$ cat src/hw/kwu_defs.svh
// Purpose: constants of the keypad wake unit
// Assumes: included by its bare name
// Notes: byte offsets on a 32-bit APB, 8-bit registers in the low bits
`ifndef KWU_DEFS_SVH
`define KWU_DEFS_SVH
// ==========================================================
// register byte offsets
`define KWU_OFS_SC 8'h00
`define KWU_OFS_PE 8'h04
`define KWU_OFS_ES 8'h08
`define KWU_OFS_GATE 8'h0C
`define KWU_OFS_EVT 8'h10
`define KWU_OFS_MASK 8'h14
// ==========================================================
// status and control field positions
`define KWU_SC_FLAG 3
`define KWU_SC_ACK 2
`define KWU_SC_IE 1
`define KWU_SC_MODE 0
// event status fields
`define KWU_EVT_FLAG 0
`define KWU_EVT_WAKE 1
// clock gate word field
`define KWU_GATE_BIT 0
// ==========================================================
// widths and reset values
`define KWU_PIN_COUNT 8
`define KWU_HALF_PINS 4
`define KWU_EVT_W 2
`define KWU_RST_BYTE 8'h00
`define KWU_RST_PREV 8'hFF
`define KWU_RST_EVT 2'h0
`define KWU_RST_GATE 1'h1
`endif

$ cat src/hw/kwu_pkg.sv
// Purpose: types of the keypad wake unit
// Assumes: nothing
// Notes: used by package::name only
package kwu_pkg;
    // ==========================================================
    // register select
    typedef enum logic [2:0] {
        REG_SC, REG_PE, REG_ES, REG_GATE, REG_EVT, REG_MASK, REG_NONE
    } kwu_reg_t;
    // power state of the controller
    typedef enum logic [1:0] {
        PWR_RUN, PWR_WAIT, PWR_RETAINED, PWR_DEEPEST
    } kwu_power_t;
    // apb request as seen by the slave
    typedef struct packed {
        logic sel;
        logic enable;
        logic write;
        logic [7:0] addr;
        logic [31:0] wdata;
    } kwu_apb_req_t;
endpackage

$ cat src/hw/kwu_top.sv
// Purpose: keypad wake unit, eight pin edge/level interrupt and wake source
// Assumes: pins synchronous to ref_clk; APB slave, zero wait state
// Notes: deepest sleep holds all state at reset values except the gate, event status and event mask words
// Summary of operation
// - eight individually enabled pins feed one shared software-enabled interrupt
// - a clock gate bit, set after reset, freezes the unit when cleared
// - each pin detects edge only, or edge plus level
// - in wait mode the unit keeps running and wakes when enabled
// - in retained sleep an asserted enabled pin wakes when enabled
// - deepest sleep disables the unit and returns it to reset, except the gate, event status and event mask words
// - background debug does not change detection or flag behaviour
// - inputs 0-3 are port A bits 0-3, 4-7 port B bits 0-3
// - three 8-bit registers: status/control, pin enable, polarity select
// - status bit 3 is a read-only detect flag; writes ignored
// - status bit 2 is acknowledge; writing 1 clears flag, reads 0
// - status bit 1 enables the interrupt request
// - status bit 0 selects edge only or edge plus level
// - edges are seen from one sample to the next on enabled pins
// - polarity 0 falling/low with pullup, 1 rising/high with pulldown
// - in level mode acknowledge clears only if enabled pins are deasserted
// - pin enable bit 1 includes that pin, 0 excludes it
//
// Decided for this implementation: the placing of the registers and the APB register port.
`timescale 1ns/10ps
`default_nettype none
`include "kwu_defs.svh"
module kwu_top #(
    parameter int ADDR_W = 8
) (
    input wire logic ref_clk,
    input wire logic reset_n,
    input wire logic psel,
    input wire logic penable,
    input wire logic pwrite,
    input wire logic [ADDR_W-1:0] paddr,
    input wire logic [31:0] pwdata,
    output logic [31:0] prdata,
    output logic pready,
    output logic pslverr,
    input wire logic [3:0] port_a_pins,
    input wire logic [3:0] port_b_pins,
    input wire logic wait_mode,
    input wire logic retained_state_sleep,
    input wire logic deepest_sleep,
    output logic cpu_irq,
    output logic wake_request,
    output logic irq,
    output logic [7:0] pull_up_select,
    output logic [7:0] pull_down_select
);
    // ==========================================================
    // declarations
    localparam int NP = `KWU_PIN_COUNT;
    kwu_pkg::kwu_apb_req_t req;
    kwu_pkg::kwu_power_t power;
    kwu_pkg::kwu_reg_t rd_sel;
    kwu_pkg::kwu_reg_t wr_sel;
    logic [NP-1:0] wake_in;
    logic [NP-1:0] asserted;
    logic [NP-1:0] prev_asserted;
    logic [NP-1:0] edge_hit;
    logic [NP-1:0] level_hit;
    logic [NP-1:0] pin_source_enable_reg;
    logic [NP-1:0] pin_polarity_select_reg;
    logic irq_request_enable;
    logic detect_level_mode;
    logic detect_flag;
    logic clock_gate_on;
    logic [`KWU_EVT_W-1:0] evt_status;
    logic [`KWU_EVT_W-1:0] evt_mask;
    logic [`KWU_EVT_W-1:0] evt_set;
    logic wr_acc;
    logic active;
    logic any_hit;
    logic any_asserted;
    logic flag_ack;
    logic next_wake;

    // ==========================================================
    // decode helpers
    function automatic kwu_pkg::kwu_reg_t reg_decode(input logic [7:0] a);
        case (a)
            `KWU_OFS_SC: reg_decode = kwu_pkg::REG_SC;
            `KWU_OFS_PE: reg_decode = kwu_pkg::REG_PE;
            `KWU_OFS_ES: reg_decode = kwu_pkg::REG_ES;
            `KWU_OFS_GATE: reg_decode = kwu_pkg::REG_GATE;
            `KWU_OFS_EVT: reg_decode = kwu_pkg::REG_EVT;
            `KWU_OFS_MASK: reg_decode = kwu_pkg::REG_MASK;
            default: reg_decode = kwu_pkg::REG_NONE;
        endcase
    endfunction

    // per pin asserted level from polarity
    function automatic logic [NP-1:0] level_of(input logic [NP-1:0] pins,
                                               input logic [NP-1:0] pol);
        level_of = ~(pins ^ pol);
    endfunction

    // ==========================================================
    // bus request and power state
    assign req.sel = psel;
    assign req.enable = penable;
    assign req.write = pwrite;
    assign req.addr = 8'(paddr);
    assign req.wdata = pwdata;
    assign rd_sel = reg_decode(req.addr);
    assign wr_sel = reg_decode(req.addr);
    assign wr_acc = req.sel && req.enable && req.write && pready;

    // power state from the mode inputs, deepest wins
    always_comb
    begin
        if (deepest_sleep)
            power = kwu_pkg::PWR_DEEPEST;
        else if (retained_state_sleep)
            power = kwu_pkg::PWR_RETAINED;
        else if (wait_mode)
            power = kwu_pkg::PWR_WAIT;
        else
            power = kwu_pkg::PWR_RUN;
    end

    // unit runs while clock gate is on and not in deepest sleep; debug mode has no input here
    assign active = clock_gate_on && (power != kwu_pkg::PWR_DEEPEST);

    // ==========================================================
    // pin mapping and detection
    assign wake_in = {port_b_pins, port_a_pins};
    assign asserted = level_of(wake_in, pin_polarity_select_reg);

    // per pin edge and level terms
    genvar gi;
    generate
        for (gi = 0; gi < NP; gi++)
        begin : g_pin
            assign edge_hit[gi] = pin_source_enable_reg[gi] && asserted[gi]
                && !prev_asserted[gi];
            assign level_hit[gi] = pin_source_enable_reg[gi] && asserted[gi]
                && (detect_level_mode
                    || power == kwu_pkg::PWR_RETAINED);
        end
    endgenerate

    assign any_hit = |(edge_hit | level_hit);
    assign any_asserted = |(pin_source_enable_reg & asserted);
    assign flag_ack = wr_acc && wr_sel == kwu_pkg::REG_SC
        && req.wdata[`KWU_SC_ACK] && clock_gate_on;

    // previous sample, starts asserted so no edge before a deasserted sample
    always_ff @(posedge ref_clk or negedge reset_n)
    begin
        if (!reset_n)
            prev_asserted <= `KWU_RST_PREV;
        else if (power == kwu_pkg::PWR_DEEPEST)
            prev_asserted <= `KWU_RST_PREV;
        else if (active)
            prev_asserted <= asserted;
    end

    // ==========================================================
    // detect flag, set wins over acknowledge
    always_ff @(posedge ref_clk or negedge reset_n)
    begin
        if (!reset_n)
            detect_flag <= 1'b0;
        else if (power == kwu_pkg::PWR_DEEPEST)
            detect_flag <= 1'b0;
        else if (active && any_hit)
            detect_flag <= 1'b1;
        else if (flag_ack && !(detect_level_mode && any_asserted))
            detect_flag <= 1'b0;
    end

    // ==========================================================
    // software registers
    always_ff @(posedge ref_clk or negedge reset_n)
    begin
        if (!reset_n)
        begin
            irq_request_enable <= 1'b0;
            detect_level_mode <= 1'b0;
            pin_source_enable_reg <= `KWU_RST_BYTE;
            pin_polarity_select_reg <= `KWU_RST_BYTE;
        end
        else if (power == kwu_pkg::PWR_DEEPEST)
        begin
            irq_request_enable <= 1'b0;
            detect_level_mode <= 1'b0;
            pin_source_enable_reg <= `KWU_RST_BYTE;
            pin_polarity_select_reg <= `KWU_RST_BYTE;
        end
        else if (wr_acc && clock_gate_on)
        begin
            case (wr_sel)
                kwu_pkg::REG_SC:
                begin
                    irq_request_enable <= req.wdata[`KWU_SC_IE];
                    detect_level_mode <= req.wdata[`KWU_SC_MODE];
                end
                kwu_pkg::REG_PE: pin_source_enable_reg <= req.wdata[NP-1:0];
                kwu_pkg::REG_ES: pin_polarity_select_reg <= req.wdata[NP-1:0];
                default: ;
            endcase
        end
    end

    // clock gate bit, set after every reset
    always_ff @(posedge ref_clk or negedge reset_n)
    begin
        if (!reset_n)
            clock_gate_on <= `KWU_RST_GATE;
        else if (wr_acc && wr_sel == kwu_pkg::REG_GATE)
            clock_gate_on <= req.wdata[`KWU_GATE_BIT];
    end

    // ==========================================================
    // event status, write one to clear, set wins
    assign evt_set = {next_wake && !wake_request, active && any_hit && !detect_flag};
    always_ff @(posedge ref_clk or negedge reset_n)
    begin
        if (!reset_n)
        begin
            evt_status <= `KWU_RST_EVT;
            evt_mask <= `KWU_RST_EVT;
        end
        else
        begin
            if (wr_acc && wr_sel == kwu_pkg::REG_EVT)
                evt_status <= (evt_status & ~req.wdata[`KWU_EVT_W-1:0]) | evt_set;
            else
                evt_status <= evt_status | evt_set;
            if (wr_acc && wr_sel == kwu_pkg::REG_MASK)
                evt_mask <= req.wdata[`KWU_EVT_W-1:0];
        end
    end

    // ==========================================================
    // request outputs
    assign next_wake = irq_request_enable && (power == kwu_pkg::PWR_WAIT
        || power == kwu_pkg::PWR_RETAINED) && detect_flag;
    always_ff @(posedge ref_clk or negedge reset_n)
    begin
        if (!reset_n)
        begin
            cpu_irq <= 1'b0;
            wake_request <= 1'b0;
            irq <= 1'b0;
        end
        else
        begin
            cpu_irq <= detect_flag && irq_request_enable;
            wake_request <= next_wake;
            irq <= |(evt_status & evt_mask);
        end
    end

    // pull direction follows polarity
    always_ff @(posedge ref_clk or negedge reset_n)
    begin
        if (!reset_n)
        begin
            pull_up_select <= ~`KWU_RST_BYTE;
            pull_down_select <= `KWU_RST_BYTE;
        end
        else
        begin
            pull_up_select <= ~pin_polarity_select_reg;
            pull_down_select <= pin_polarity_select_reg;
        end
    end

    // ==========================================================
    // apb answer, one wait-free access phase
    always_ff @(posedge ref_clk or negedge reset_n)
    begin
        if (!reset_n)
        begin
            pready <= 1'b0;
            pslverr <= 1'b0;
            prdata <= 32'h00000000;
        end
        else
        begin
            pready <= req.sel && !req.enable;
            pslverr <= req.sel && !req.enable && rd_sel == kwu_pkg::REG_NONE;
            case (rd_sel)
                kwu_pkg::REG_SC: prdata <= 32'({detect_flag, 1'b0,
                    irq_request_enable, detect_level_mode});
                kwu_pkg::REG_PE: prdata <= 32'(pin_source_enable_reg);
                kwu_pkg::REG_ES: prdata <= 32'(pin_polarity_select_reg);
                kwu_pkg::REG_GATE: prdata <= 32'(clock_gate_on);
                kwu_pkg::REG_EVT: prdata <= 32'(evt_status);
                kwu_pkg::REG_MASK: prdata <= 32'(evt_mask);
                default: prdata <= 32'h00000000;
            endcase
        end
    end
endmodule // kwu_top
`default_nettype wire

$ cat config.mk
export PLATFORM = sky130hd
export DESIGN_NAME = kwu_top
export DESIGN_NICKNAME = d
export VERILOG_FILES = /design/src/hw/kwu_pkg.sv /design/src/hw/kwu_top.sv
export VERILOG_INCLUDE_DIRS = /design/src /design/src/hw
export SDC_FILE = /design/constraint.sdc
export NUM_CORES = 1
export LEC_CHECK = 0
export ABC_CLOCK_PERIOD_IN_PS = 3900
export BUFFER_PORTS_ARGS = -buffer_cell sky130_fd_sc_hd__buf_2
export CORE_MARGIN = 5
export CORE_UTILIZATION = 30
export CTS_CLUSTER_DIAMETER = 60
export DETAILED_ROUTE_END_ITERATION = 8
export GPL_TIMING_DRIVEN = 1
export PLACE_DENSITY = 0.51
export SYNTH_ARGS = -nofsm -noshare
export SYNTH_HDL_FRONTEND = slang
export SYNTH_SLANG_ARGS = --single-unit
$ cat constraint.sdc
create_clock -name ref_clk -period 3.9 [get_ports ref_clk]
set_input_delay 0.78 -clock ref_clk [delete_from_list [all_inputs] [get_ports ref_clk]]
set_output_delay 0.78 -clock ref_clk [all_outputs]
set_load 0.05 [all_outputs]
==> impl_metrics.tcl <==
set metrics [dict create \
    outcome "finished, final reports clean" \
    finish.utilization_pct 36.9 \
    port_buffers 60 \
    tritoncts.num_buffers 9 \
    grt_pass1_vias 1917 \
    worst-endpoint-arrival_ns 2.70 \
    maxCapViolCount 0 \
    placed_cells 446 \
    clock_skew_ns 0.00911 \
    max_slew.worst_pin.slew_ns 0.893 \
    grt_first_pass_wirelength_um 9890 \
    layout_setup_ws_ns 1.42 \
    gp_routability_congestion 0.821 \
    num_vias 2025 \
    synth.most_common_cell "dfrtp_1" \
    criticalPathCategory "in2reg" \
    io_pins 109 \
    routed_wl_um 6260 \
    antenna_found_initial 0 \
    yosys.area.top_type "dfrtp_1" \
    yosysWarnings 0 \
    period_needed_ns 2.48 \
    endpoint_kind "flip-flop" \
    floorplan.die_area_um2 11500 \
    clk_latency_ns 0.34 \
    synth.lib_cells_used.distinct 40 \
    flip_flop_and_latch_count_after_synthesis 61 \
    clock_sink_count 61 \
    p_leak_nw 1.59 \
    netlist_instances 262 \
    largest_vdd_supply_drop_mv 0.181 \
    hpwl_um 4590 \
    holdPathStages 0 \
    cp-start-kind "input port" \
    clock-root-buffer "clkbuf_8" \
    synthToLayoutAreaGrowth_pct 20.0 \
    clk_pin_slew_worst_paths_ns 0.07 \
    vias_per_cell 4.38 \
    ctsResizeCount 0 \
    fin_hold_ws_ns 0.469 \
    r2r_cell_count 5 \
    avgRoutedWirePerCell_um 13.5 \
    synth.cell_area_um2 2840 \
    core.rowCount 35 \
    worst_slew_margin_rel_pct 40.5 \
    drt_pre_antenna_iters 4 \
    number_of_flops_mapped_to_enable_cells_by_yosys 0 \
    required_ns 4.12 \
    nets 387 \
    tritoncts "done" \
    cts-hold-fix-buffers 0 \
    grt.total_usage_pct 11.1 \
    async_flop_share_pct 100 \
    synth.top_cells.by_area "dfrtp_1, dfstp_2, mux2i_1" \
    timing.final.hold_violations 0 \
    setup_repair_after_global_routing_missed_its_margin "false" \
    cts_post_setup_buffers_inserted 0 \
    remaining_drc_errors 0 \
    fmax_ghz 0.403 \
    preCtsSetupSlack_ns 1.05 \
    synth_common_cells "dfrtp_1, nor2_1, mux2i_1, nand2_1, buf_4" \
    hp-class "reg2reg" \
    instances_no_fill 462 \
    post_route_cells_drive_above_1_share_pct 32.1 \
    overflow 0 \
    report.final.slew_viol_count 0 \
    cts_h_tree_lvls 3 \
    finalSetupTns_ns 0 \
    synth.yosys.seq_area_share_pct 54.5 \
    floorplan.core_area_um2 9240 \
    chipWidth_um 107 \
    die-height_um 107 \
    detail-route-antenna-nets 0 \
    power.density_cell_area_nw_per_um2 397 \
    initial_utilization_pct 30.8 \
    critPathMaxFanout 8 \
    timing.final.setup_violations 0 \
    insertedDiodeCount 0 \
    grt_start_max_net_pins 42 \
    drt_iter0_markers 83 \
    cts-root-to-sink-buffers 2 \
    final.period_utilization_pct 63.6 \
    average_cell_area_after_synthesis_um2 10.8 \
    synth_largest_type_area_fraction_pct 38.7 \
    synth-main-ff-cell "dfrtp_1" \
]
cells by family after synthesis:
family	count (synthesis)	share of synthesized area (%)
flops	61	54.5
xor+xnor	8	2.47
buf+inv	48	9.60
fa+ha+maj	3	1.32
mux	29	10.3
simple gates	83	14.3
other cells	1	0.132
compound gates	29	7.40
path summary, 6_finish.rpt:
kind                                             from                    endpoint  slack [ns]
min reg2reg                pin_polarity_select_reg[3]         pull_down_select[3]        0.47
min in group asynchronous                     reset_n                   prdata[5]        0.57
max                                          paddr[1]  pin_polarity_select_reg[6]        1.42
max in group asynchronous                     reset_n            prev_asserted[0]        2.45
max reg2reg                             clock_gate_on    pin_source_enable_reg[7]        1.95
min                        pin_polarity_select_reg[3]         pull_down_select[3]        0.47
report_power, final:
part	switching, W	leakage, nW	total (W)	internal (W)
Combinational	0.0000971	0.689	0.000120	0.0000226
Clock	0.000242	0.107	0.000599	0.000357
Sequential	0.000000521	0.792	0.000635	0.000635
critical path, cell delays in order:
cell	delay, ns
buf_2	0.11
nor3_4	0.24
nand4b_1	0.16
ha_1	0.27
or2_4	0.29
nor3_4	0.52
mux2i_1	0.27
nor2_1	0.05
layer usage:
| metal | wire length [µm] | global-route usage [%] | vias to the layer above |
|---|---|---|---|
| met1 | 2900 | 15.4 | 990 |
| li1 | - | - | 964 |
| met2 | 2880 | 16.1 | 64 |
| met3 | 403 | 3.00 | 7 |
| met4 | 85 | 4.93 | 0 |
| met5 | 0 | 0 | - |
metrics by stage:
stage,instance area [µm²],total power [W]
4_1_cts,3410,0.00137
3_5_place_dp,3200,0.000767
3_3_place_gp,3200,0.000766
6_report,3410,0.00135
2_1_floorplan,2930,0.000741
5_1_grt,3410,0.00141
layout by cell type (no fill, tap or decap), types with 2 or more instances in the layout:
cell,netlist,routed
ha_1,3,3
or2_2,2,2
nor2_1,33,33
mux2i_1,26,26
mux2_2,3,3
bufinv_16,0,2
nor3_4,2,2
inv_1,16,16
o211ai_1,3,3
nand2_1,26,26
and3_2,2,2
and2_1,3,3
o21ai_0,3,3
dfstp_2,17,17
clkinv_2,0,3
o22ai_1,4,4
clkbuf_1,5,2
a22oi_1,8,8
dfrtp_1,44,44
conb_1,1,24
a22o_1,3,3
nand4_1,3,3
and3_1,2,2
xnor2_1,8,8
nor3_1,3,3
buf_2,2,60
a221oi_1,2,2
clkbuf_8,0,9
buf_4,24,3
area by class of cell:
type                       instances  area, µm²
multi-input combinational        176       1110
clock inverter                     5       75.1
timing repair buffer              63        323
tap                              129        161
inverter                          17       63.8
clock buffer                      11        131
sequential                        61       1550
fill                             947       5830
No activity file was read; power rests on OpenSTA's default activity.
